[src/reset_cause_regs.vh]
`ifndef RESET_CAUSE_REGS_VH
`define RESET_CAUSE_REGS_VH

// register offsets (byte addresses on the APB)
`define FLAGS_OFFSET 8'h00
`define OSC_OFFSET 8'h04
`define IRQ_STATUS_OFFSET 8'h08
`define IRQ_MASK_OFFSET 8'h0c
`define SYS_STATUS_OFFSET 8'h10
`define START_ADDR_OFFSET 8'h14

// reset cause flag positions, and the interrupt status bit for a vector violation
`define TRAP_CONFLICT_BIT 15
`define ILLEGAL_OP_BIT 14
`define EXT_PIN_RESET_BIT 7
`define SOFTWARE_RESET_BIT 6
`define WATCHDOG_TIMEOUT_BIT 4
`define SLEEP_ENTERED_BIT 3
`define IDLE_ENTERED_BIT 2
`define BROWNOUT_BIT 1
`define POWER_ON_BIT 0
`define VECTOR_VIOLATION_BIT 5

// oscillator register fields
`define CUR_OSC_LSB 12
`define CUR_OSC_MSB 14
`define SWITCH_EN_BIT 7

// reset values and implemented bits
`define FLAGS_RESET 16'h0003
`define FLAGS_IMPL_MASK 16'hc0df
`define IRQ_IMPL_MASK 16'hc0ff
`define CUR_OSC_RESET 3'h0

// program memory vector area
`define RESET_VECTOR 24'h00_0000
`define START_WORD_ADDR 24'h00_0002
`define VECTOR_LIMIT 24'h00_0200

// timing
`define CLK_PERIOD_NS 50
`define POR_DELAY_NS 10000
// counts at the 50 ns clock, sized for the 21-bit timers
`define POR_DELAY_CYCLES 21'h0_00c8
`define POWER_UP_TIMER_DELAY_US 64000
`define POWER_UP_TIMER_DELAY_CYCLES 21'h13_8800

`endif

[src/delay_timer.v]
`timescale 1ns/10ps
module delay_timer #(
   parameter [20:0] CYCLES = 21'd1
) (
   // clock and reset
   input wire clk,
   input wire rst,
   // control
   input wire start,
   output reg done
);

   reg [20:0] count;

   // done rises CYCLES edges after the start pulse and then holds
   always @(posedge clk or posedge rst) begin
      if (rst) begin
         count <= 21'h0_0000;
         done <= 1'b0;
      end else if (start) begin
         count <= CYCLES;
         done <= 1'b0;
      end else if (count > 21'd1) begin
         count <= count - 21'd1;
      end else if (count == 21'd1) begin
         count <= 21'h0_0000;
         done <= 1'b1;
      end
   end

endmodule // delay_timer

[src/reset_cause_and_clock_select.v]
// Overview of operation
// A trap conflict sets bit 15, and only a power-on or brown-out reset clears it in hardware.
// An illegal opcode or uninitialised register access sets bit 14, cleared by power-on or brown-out.
// A master-clear pin reset sets bit 7, and only a power-on reset clears it in hardware.
// A reset instruction sets bit 6, cleared by power-on or brown-out.
// A watchdog time-out sets bit 4, cleared by any power-save instruction, power-on or brown-out.
// A power-save instruction with the sleep operand sets bit 3, cleared by power-on or brown-out.
// A power-save instruction with the idle operand sets bit 2, cleared by power-on or brown-out.
// Brown-out or power-on sets bit 1, power-on sets bit 0, and no hardware event clears them.
// Software may set and clear every reset cause flag by writing the flag register.
// With clock switching off, reset always loads the clock source from the configuration bits.
// With switching on, power-on and brown-out load the new-oscillator field, other resets keep it.
// After reset the fetch starts at the reset vector, whose next word holds the start address.
// Addresses below the vector region limit are reserved and user code must not start there.
// The system reset is released only after both the power-on and power-up timer delays expire.
// A flag keeps its value across every event that is not one of its own set or clear events.
`timescale 1ns/10ps
`include "reset_cause_regs.vh"
module reset_cause_and_clock_select #(
   parameter [20:0] POWER_UP_TIMER_CYCLES = `POWER_UP_TIMER_DELAY_CYCLES
) (
   // clock and reset
   input wire MCLK,
   input wire RST,
   // apb slave
   input wire PSEL,
   input wire PENABLE,
   input wire PWRITE,
   input wire [7:0] PADDR,
   input wire [31:0] PWDATA,
   output reg [31:0] PRDATA,
   output wire PREADY,
   output wire PSLVERR,
   output reg IRQ,
   // reset and power events, one-cycle pulses
   input wire POWER_ON_RESET,
   input wire BROWNOUT_RESET,
   input wire MASTER_CLEAR_PIN,
   input wire WATCHDOG_RESET,
   input wire SOFTWARE_RESET_INSTR,
   input wire TRAP_CONFLICT,
   input wire ILLEGAL_OP,
   input wire POWER_SAVE_SLEEP,
   input wire POWER_SAVE_IDLE,
   // oscillator selection
   input wire CLOCK_SWITCH_EN,
   input wire [2:0] NEW_OSCILLATOR_CONFIG,
   output reg [2:0] CURRENT_OSCILLATOR_BITS,
   // system reset and boot fetch
   output reg SYSTEM_RESET_SIGNAL,
   output reg FETCH_REQ,
   output reg [23:0] FETCH_ADDR,
   input wire [23:0] BOOT_WORD,
   output reg START_VALID,
   output reg [23:0] START_ADDR
);

   localparam [20:0] POR_CYCLES = `POR_DELAY_CYCLES;
   localparam [15:0] flags_impl = `FLAGS_IMPL_MASK;
   localparam [15:0] irq_impl = `IRQ_IMPL_MASK;

   // boot fetch states
   localparam [1:0] S_HOLD = 2'b00;
   localparam [1:0] S_GOTO = 2'b01;
   localparam [1:0] S_TARGET = 2'b10;
   localparam [1:0] S_RUN = 2'b11;

   // register state
   reg [15:0] flags;
   reg [15:0] irq_status;
   reg [15:0] irq_mask;
   reg [1:0] boot_state;
   reg por_pending;
   reg vector_violation;
   wire [15:0] next_flags;
   wire [15:0] next_irq_status;
   wire [15:0] next_irq_mask;
   reg [15:0] flag_set;
   reg [15:0] flag_clr;
   reg [15:0] irq_set;
   reg [31:0] read_data;
   reg mapped;

   // event and bus decode
   wire power_on;
   wire por_or_bor;
   wire power_save;
   wire reset_event;
   wire start_timers;
   wire por_done;
   wire power_up_timer_done;
   wire apb_setup;
   wire apb_write;
   wire wr_flags;
   wire wr_irq_status;
   wire wr_irq_mask;

   // the block reset counts as a power-on for the delay timers
   assign power_on = POWER_ON_RESET;
   assign por_or_bor = POWER_ON_RESET | BROWNOUT_RESET;
   assign power_save = POWER_SAVE_SLEEP | POWER_SAVE_IDLE;
   assign reset_event = por_or_bor | MASTER_CLEAR_PIN | WATCHDOG_RESET |
      SOFTWARE_RESET_INSTR | TRAP_CONFLICT | ILLEGAL_OP;
   assign start_timers = reset_event | por_pending;

   // apb: zero wait states, error only on unmapped access
   assign PREADY = 1'b1;
   assign PSLVERR = PSEL & PENABLE & ~mapped;
   assign apb_setup = PSEL & ~PENABLE;
   assign apb_write = PSEL & PENABLE & PWRITE;
   // writes commit in the access phase
   assign wr_flags = apb_write & (PADDR == `FLAGS_OFFSET);
   assign wr_irq_status = apb_write & (PADDR == `IRQ_STATUS_OFFSET);
   assign wr_irq_mask = apb_write & (PADDR == `IRQ_MASK_OFFSET);

   // set events of each cause flag
   always @* begin
      flag_set = 16'h0000;
      flag_set[`TRAP_CONFLICT_BIT] = TRAP_CONFLICT;
      flag_set[`ILLEGAL_OP_BIT] = ILLEGAL_OP;
      flag_set[`EXT_PIN_RESET_BIT] = MASTER_CLEAR_PIN;
      flag_set[`SOFTWARE_RESET_BIT] = SOFTWARE_RESET_INSTR;
      flag_set[`WATCHDOG_TIMEOUT_BIT] = WATCHDOG_RESET;
      flag_set[`SLEEP_ENTERED_BIT] = POWER_SAVE_SLEEP;
      flag_set[`IDLE_ENTERED_BIT] = POWER_SAVE_IDLE;
      flag_set[`BROWNOUT_BIT] = por_or_bor;
      flag_set[`POWER_ON_BIT] = power_on;
   end

   // clear events; the two power flags have none
   always @* begin
      flag_clr = 16'h0000;
      flag_clr[`TRAP_CONFLICT_BIT] = por_or_bor;
      flag_clr[`ILLEGAL_OP_BIT] = por_or_bor;
      flag_clr[`EXT_PIN_RESET_BIT] = power_on;
      flag_clr[`SOFTWARE_RESET_BIT] = por_or_bor;
      flag_clr[`WATCHDOG_TIMEOUT_BIT] = power_save | por_or_bor;
      flag_clr[`SLEEP_ENTERED_BIT] = por_or_bor;
      flag_clr[`IDLE_ENTERED_BIT] = por_or_bor;
   end

   // interrupt events follow the flag layout plus the vector check
   always @* begin
      irq_set = flag_set;
      irq_set[`VECTOR_VIOLATION_BIT] = vector_violation;
   end

   // per bit: set beats clear, clear beats a software write
   genvar i;
   generate
      for (i = 0; i < 16; i = i + 1) begin : g_bit
         assign next_flags[i] = ~flags_impl[i] ? 1'b0 :
            flag_set[i] ? 1'b1 :
            flag_clr[i] ? 1'b0 :
            wr_flags ? PWDATA[i] :
            flags[i];
         assign next_irq_status[i] = ~irq_impl[i] ? 1'b0 :
            irq_set[i] ? 1'b1 :
            (wr_irq_status & PWDATA[i]) ? 1'b0 :
            irq_status[i];
         // only implemented mask bits can be written
         assign next_irq_mask[i] = ~irq_impl[i] ? 1'b0 :
            wr_irq_mask ? PWDATA[i] :
            irq_mask[i];
      end
   endgenerate

   // cause flags, reset value marks a power-on
   always @(posedge MCLK or posedge RST) begin
      if (RST) begin
         flags <= `FLAGS_RESET;
      end else begin
         flags <= next_flags;
      end
   end

   // irq level follows a mask write at once, no lag
   always @(posedge MCLK or posedge RST) begin
      if (RST) begin
         irq_status <= 16'h0000;
         irq_mask <= 16'h0000;
         IRQ <= 1'b0;
      end else begin
         irq_status <= next_irq_status;
         irq_mask <= next_irq_mask;
         IRQ <= |(next_irq_status & next_irq_mask);
      end
   end

   // both delays run in parallel from the same start
   delay_timer #(
      .CYCLES(POR_CYCLES)
   ) u_por_delay (
      .clk(MCLK),
      .rst(RST),
      .start(start_timers),
      .done(por_done)
   );

   delay_timer #(
      .CYCLES(POWER_UP_TIMER_CYCLES)
   ) u_power_up_timer_delay (
      .clk(MCLK),
      .rst(RST),
      .start(start_timers),
      .done(power_up_timer_done)
   );

   // system reset: held from any cause until both delays ran out
   always @(posedge MCLK or posedge RST) begin
      if (RST) begin
         por_pending <= 1'b1;
         SYSTEM_RESET_SIGNAL <= 1'b1;
      end else begin
         por_pending <= 1'b0;
         if (start_timers) begin
            SYSTEM_RESET_SIGNAL <= 1'b1;
         end else if (por_done & power_up_timer_done) begin
            SYSTEM_RESET_SIGNAL <= 1'b0;
         end
      end
   end

   // clock source loaded from the config at each reset cause, except warm resets with switching on
   // the first edge after the block reset counts as a power-on
   always @(posedge MCLK or posedge RST) begin
      if (RST) begin
         CURRENT_OSCILLATOR_BITS <= `CUR_OSC_RESET;
      end else if (start_timers) begin
         if (~CLOCK_SWITCH_EN) begin
            CURRENT_OSCILLATOR_BITS <= NEW_OSCILLATOR_CONFIG;
         end else if (por_or_bor | por_pending) begin
            CURRENT_OSCILLATOR_BITS <= NEW_OSCILLATOR_CONFIG;
         end else begin
            CURRENT_OSCILLATOR_BITS <= CURRENT_OSCILLATOR_BITS;
         end
      end
   end

   // boot fetch: jump word at the vector, then the start address word
   always @(posedge MCLK or posedge RST) begin
      if (RST) begin
         boot_state <= S_HOLD;
         FETCH_REQ <= 1'b0;
         FETCH_ADDR <= `RESET_VECTOR;
         START_VALID <= 1'b0;
         START_ADDR <= 24'h00_0000;
      end else begin
         if (start_timers) begin
            boot_state <= S_HOLD;
            FETCH_REQ <= 1'b0;
            FETCH_ADDR <= `RESET_VECTOR;
            START_VALID <= 1'b0;
         end else begin
            case (boot_state)
               S_HOLD: begin
                  if (~SYSTEM_RESET_SIGNAL) begin
                     boot_state <= S_GOTO;
                     FETCH_REQ <= 1'b1;
                     FETCH_ADDR <= `RESET_VECTOR;
                  end
               end
               S_GOTO: begin
                  boot_state <= S_TARGET;
                  FETCH_ADDR <= `START_WORD_ADDR;
               end
               S_TARGET: begin
                  // boot memory answers in the same cycle
                  boot_state <= S_RUN;
                  FETCH_REQ <= 1'b0;
                  START_ADDR <= BOOT_WORD;
                  START_VALID <= 1'b1;
               end
               S_RUN: begin
                  // start address held until the next reset cause
                  boot_state <= S_RUN;
               end
               default: begin
                  boot_state <= S_HOLD;
                  FETCH_REQ <= 1'b0;
               end
            endcase
         end
      end
   end

   // start word inside the reserved vector area raises status bit 5
   always @(posedge MCLK or posedge RST) begin
      if (RST) begin
         vector_violation <= 1'b0;
      end else begin
         vector_violation <= ~start_timers & (boot_state == S_TARGET) &
            (BOOT_WORD < `VECTOR_LIMIT);
      end
   end

   // read mux and address decode
   always @* begin
      read_data = 32'h0000_0000;
      mapped = 1'b1;
      case (PADDR)
         `FLAGS_OFFSET: begin
            read_data[15:0] = flags;
         end
         // read-only views; writes there are ignored
         `OSC_OFFSET: begin
            read_data[`CUR_OSC_MSB:`CUR_OSC_LSB] = CURRENT_OSCILLATOR_BITS;
            read_data[`SWITCH_EN_BIT] = CLOCK_SWITCH_EN;
         end
         `IRQ_STATUS_OFFSET: begin
            read_data[15:0] = irq_status;
         end
         `IRQ_MASK_OFFSET: begin
            read_data[15:0] = irq_mask;
         end
         // timers and boot progress
         `SYS_STATUS_OFFSET: begin
            read_data[0] = SYSTEM_RESET_SIGNAL;
            read_data[1] = por_done;
            read_data[2] = power_up_timer_done;
            read_data[3] = START_VALID;
            read_data[5:4] = boot_state;
         end
         `START_ADDR_OFFSET: begin
            read_data[23:0] = START_ADDR;
         end
         default: begin
            mapped = 1'b0;
         end
      endcase
   end

   // read data captured in the setup phase, held through access
   always @(posedge MCLK or posedge RST) begin
      if (RST) begin
         PRDATA <= 32'h0000_0000;
      end else if (apb_setup & ~PWRITE) begin
         PRDATA <= read_data;
      end
   end

endmodule // reset_cause_and_clock_select

[config.mk]
export PLATFORM = sky130hd
export DESIGN_NAME = reset_cause_and_clock_select
export DESIGN_NICKNAME = d
export VERILOG_FILES = /design/src/delay_timer.v /design/src/reset_cause_and_clock_select.v
export VERILOG_INCLUDE_DIRS = /design/src
export SDC_FILE = /design/constraint.sdc
export NUM_CORES = 1
export LEC_CHECK = 0
export BUFFER_PORTS_ARGS = -buffer_cell sky130_fd_sc_hd__clkbuf_2
export CAP_MARGIN = 10
export CORE_ASPECT_RATIO = 0.8
export CORE_MARGIN = 5
export CORE_UTILIZATION = 57
export CTS_BUF_LIST = sky130_fd_sc_hd__clkbuf_16
export DETAILED_ROUTE_END_ITERATION = 6
export PLACE_DENSITY = 0.93
export SLEW_MARGIN = 20
export SYNTH_ARGS = -nofsm -noshare
export SYNTH_HDL_FRONTEND = slang
export SYNTH_SLANG_ARGS = --single-unit
[constraint.sdc]
create_clock -name MCLK -period 8.27 [get_ports MCLK]
set_clock_uncertainty 0.05 [all_clocks]
set_input_delay 1.654 -clock MCLK [delete_from_list [all_inputs] [get_ports MCLK]]
set_output_delay 1.654 -clock MCLK [all_outputs]
set_load 0.005 [all_outputs]
==> flow_summary.toml <==
[synthesis]
synth_compound_area_share_pct = 9.95
yosys.area_share.simple_pct = 19.7
synth_edf_count = 0
synthAdderAreaFrac_pct = 0.776
synth_area_leaders = "dfrtp_1 50%, mux2_2 6.1%, buf_4 4.1%"
yosys_most_used_dff = "dfrtp_1"
synthXorXnorAreaFrac_pct = 4.21
post-synth-top-count-cell = "dfrtp_1"
ys_async_sr_fraction_pct = 100
syn_inst = 613
yosysWarningCount = 0
syn_area_um2 = 6450
synthMuxAreaShare_pct = 7.70
ys_types = 61
synth_top_family_by_area = "simple AND/OR/NAND/NOR gates"
ys_top_cells_by_count = "129 x dfrtp_1, 69 x nand2_1, 65 x nor2_1"
yosysTopAreaCellShare_pct = 50.0
ys_seq_elements = 133
post_synth.cell_area_avg_um2 = 10.5
yosysTopAreaCell = "dfrtp_1"
ys_seq_area_share_pct = 51.7

[sta]
holdWs_ps = 436
fin_crit_ps = 4130
finalSetupTns_ps = 0
worstMarginPinSlew_ps = 1070
finalSetupViolCount = 0
relSlewSlack_pct = 28.1
hold_viol = 0
fmax_mhz = 242
timing.final.crit_share_pct = 50.0
rsz0062_at_grt = "false"
maxSlewViolCount = 0

[routing]
first_pass_iters = 5
wirelength_um = 18500
drc_errors = 0
drt_iter0_drc = 837
drtAntennaViolNets = 0
vias = 5504
wl_per_cell_um = 20.9
via_per_inst = 6.21

[placement]
gp_congestion = 0.857
portBuffers = 116
dp_hpwl_um = 12100

[power]
p_leak_nw = 3.71
clock_power_share_pct = 52.4
p_sw_uw = 355
power_frac_comb_pct = 5.1
p_int_mw = 1.22
powerDensity_nw_per_um2 = 206
p_seq_share_pct = 42.5
sw_frac_of_total_pct = 22.5
vdd_ir_drop_max_v = 0.000151

[grt]
grt_pass1_vias = 5557
antenna_found_initial = 0
grt_usage_pct = 27.6
grt_overflow_total = 0
grt_pass1_wl_um = 29300
grt_start_max_net_pins = 93

[worst_hold_path]
hold_path_class = "reg -> reg"
whs_path_depth = 2

[cells_and_area]
antenna_cells = 0
areaGrowthSynthToFinish_pct = 18.7
drive_gt1_share_pct = 28.5
final_nets = 816
n_fill_cell = 750
final_core_utilization_pct = 69.8

[cts]
clk_pin_slew_ps = 60
htreeDepth = 4
ctsRootBufferMaster = "clkbuf_16"
ctsResizeCount = 0
worstSkewPairLatency_ps = 430
clockBufferDepth = 2
holdBufCountCts = 0
cts_tree = "yes"
clock-sinks = 133
postCtsSetupBuffers = 0
cts_buffers = 17

[critical_path]
endpoint_kind = "output pin"
reg2reg_depth = 6
arrival_ps = 2430
crit_path_start_kind = "input pin"
path_max_fanout = 7
cp.required_ps = 6570
worstSetupPathType = "in -> out"

[run_status]
status = "finished, final reports clean"

[floorplanning]
io_pins = 171
die_h_um = 105
die_area_um2 = 13600
num_rows = 34
start_util_pct = 58.8
core_area_um2 = 11000
fp.dieW_um = 129

[job]
drv_cap = 0
==> flip-flops by register name (all words and copies together), names as in the netlist <==
signal and flops:
PRDATA 24, START_ADDR 24, u_por_delay.count 21, u_power_up_timer_delay.count 21
irq_mask 10, irq_status 10, flags 9, CURRENT_OSCILLATOR_BITS 3
boot_state 2, FETCH_ADDR 1, FETCH_REQ 1, IRQ 1
START_VALID 1, SYSTEM_RESET_SIGNAL 1, por_pending 1, u_por_delay.done 1
u_power_up_timer_delay.done 1, vector_violation 1
==> critical path, stage by stage <==
cell and delay [ps]:
clkbuf_2 120, nor3_4 370, a31oi_1 150, clkbuf_2 130
==> worst paths after layout <==
check                                                 start                          endpoint  slack, ps
min reg2reg                                      PRDATA[18]                        PRDATA[18]        440
min in group asynchronous                               RST             u_por_delay.count[11]       1220
max reg2reg                u_power_up_timer_delay.count[14]  u_power_up_timer_delay.count[18]       5500
min                                              PRDATA[18]                        PRDATA[18]        440
max in group asynchronous                               RST        CURRENT_OSCILLATOR_BITS[1]       5750
max                                                PADDR[5]                           PSLVERR       4140
==> cell type report <==
type,instances,area [µm²],area share (%)
flip-flops and latches,133,3330,43.5
multi-input cells,450,2870,37.4
repair buffers,119,607,7.92
clock buffers,17,425,5.55
clock inverters,15,213,2.78
well taps,144,180,2.35
inverters,9,36.3,0.474
==> per-layer routing <==
| layer | global-route usage, % | share of wire (%) | up-vias | wire [µm] |
|---|---|---|---|---|
| met3 | 7.39 | 11 | 88 | 1990 |
| li1 | - | - | 2335 | - |
| met2 | 43.3 | 48 | 380 | 8830 |
| met5 | 0 | 0 | - | 0 |
| met4 | 14.3 | 4.7 | 0 | 863 |
| met1 | 35.1 | 37 | 2701 | 6830 |
==> layout by cell type (no fill, tap or decap), types with 5 or more instances in the layout <==
| cell | count |
|---|---|
| xor2_1 | 15 |
| a22oi_1 | 15 |
| o21bai_1 | 6 |
| dfrtp_1 | 129 |
| xnor2_1 | 16 |
| nor4_1 | 7 |
| and3_1 | 5 |
| o21a_1 | 11 |
| or4_1 | 5 |
| conb_1 | 33 |
| mux2i_1 | 8 |
| mux2_2 | 35 |
| clkbuf_16 | 17 |
| nand3_1 | 28 |
| or2_2 | 8 |
| nand2_1 | 69 |
| nor3_1 | 16 |
| a21o_1 | 6 |
| nor2b_1 | 6 |
| nor2_1 | 65 |
| bufinv_16 | 5 |
| clkbuf_2 | 116 |
| nand3b_1 | 6 |
| a21oi_1 | 16 |
| inv_1 | 9 |
| a21boi_0 | 6 |
| a31oi_1 | 8 |
==> cells by family after synthesis <==
kind of cell | count (synthesis)
AND/OR/NAND/NOR | 247
flip-flops | 133
AO/OA/AOI/OAI | 90
buffers and inverters | 61
multiplexers | 45
XOR/XNOR | 31
adder cells (fa/ha/maj) | 4
other | 2
==> power groups by stage <==
stage | Sequential (mW) | Combinational (mW) | Clock (mW)
finish | 0.671 | 0.0801 | 0.826
global placement | 0.680 | 0.0734 | 0
global route | 0.671 | 0.0889 | 0.856
floorplan | 0.680 | 0.0486 | 0
detailed placement | 0.681 | 0.0776 | 0
CTS | 0.670 | 0.0795 | 0.829
==> through the flow <==
step	worst slack (ps)	cells	power [mW]	area (µm²)
global route	4090	887	1.62	7660
finish	4140	887	1.58	7660
floorplan	3020	644	0.729	6570
global placement	3860	855	0.754	7020
CTS	4150	887	1.58	7650
detailed placement	3880	855	0.759	7020
No activity file was read; power rests on OpenSTA's default activity.
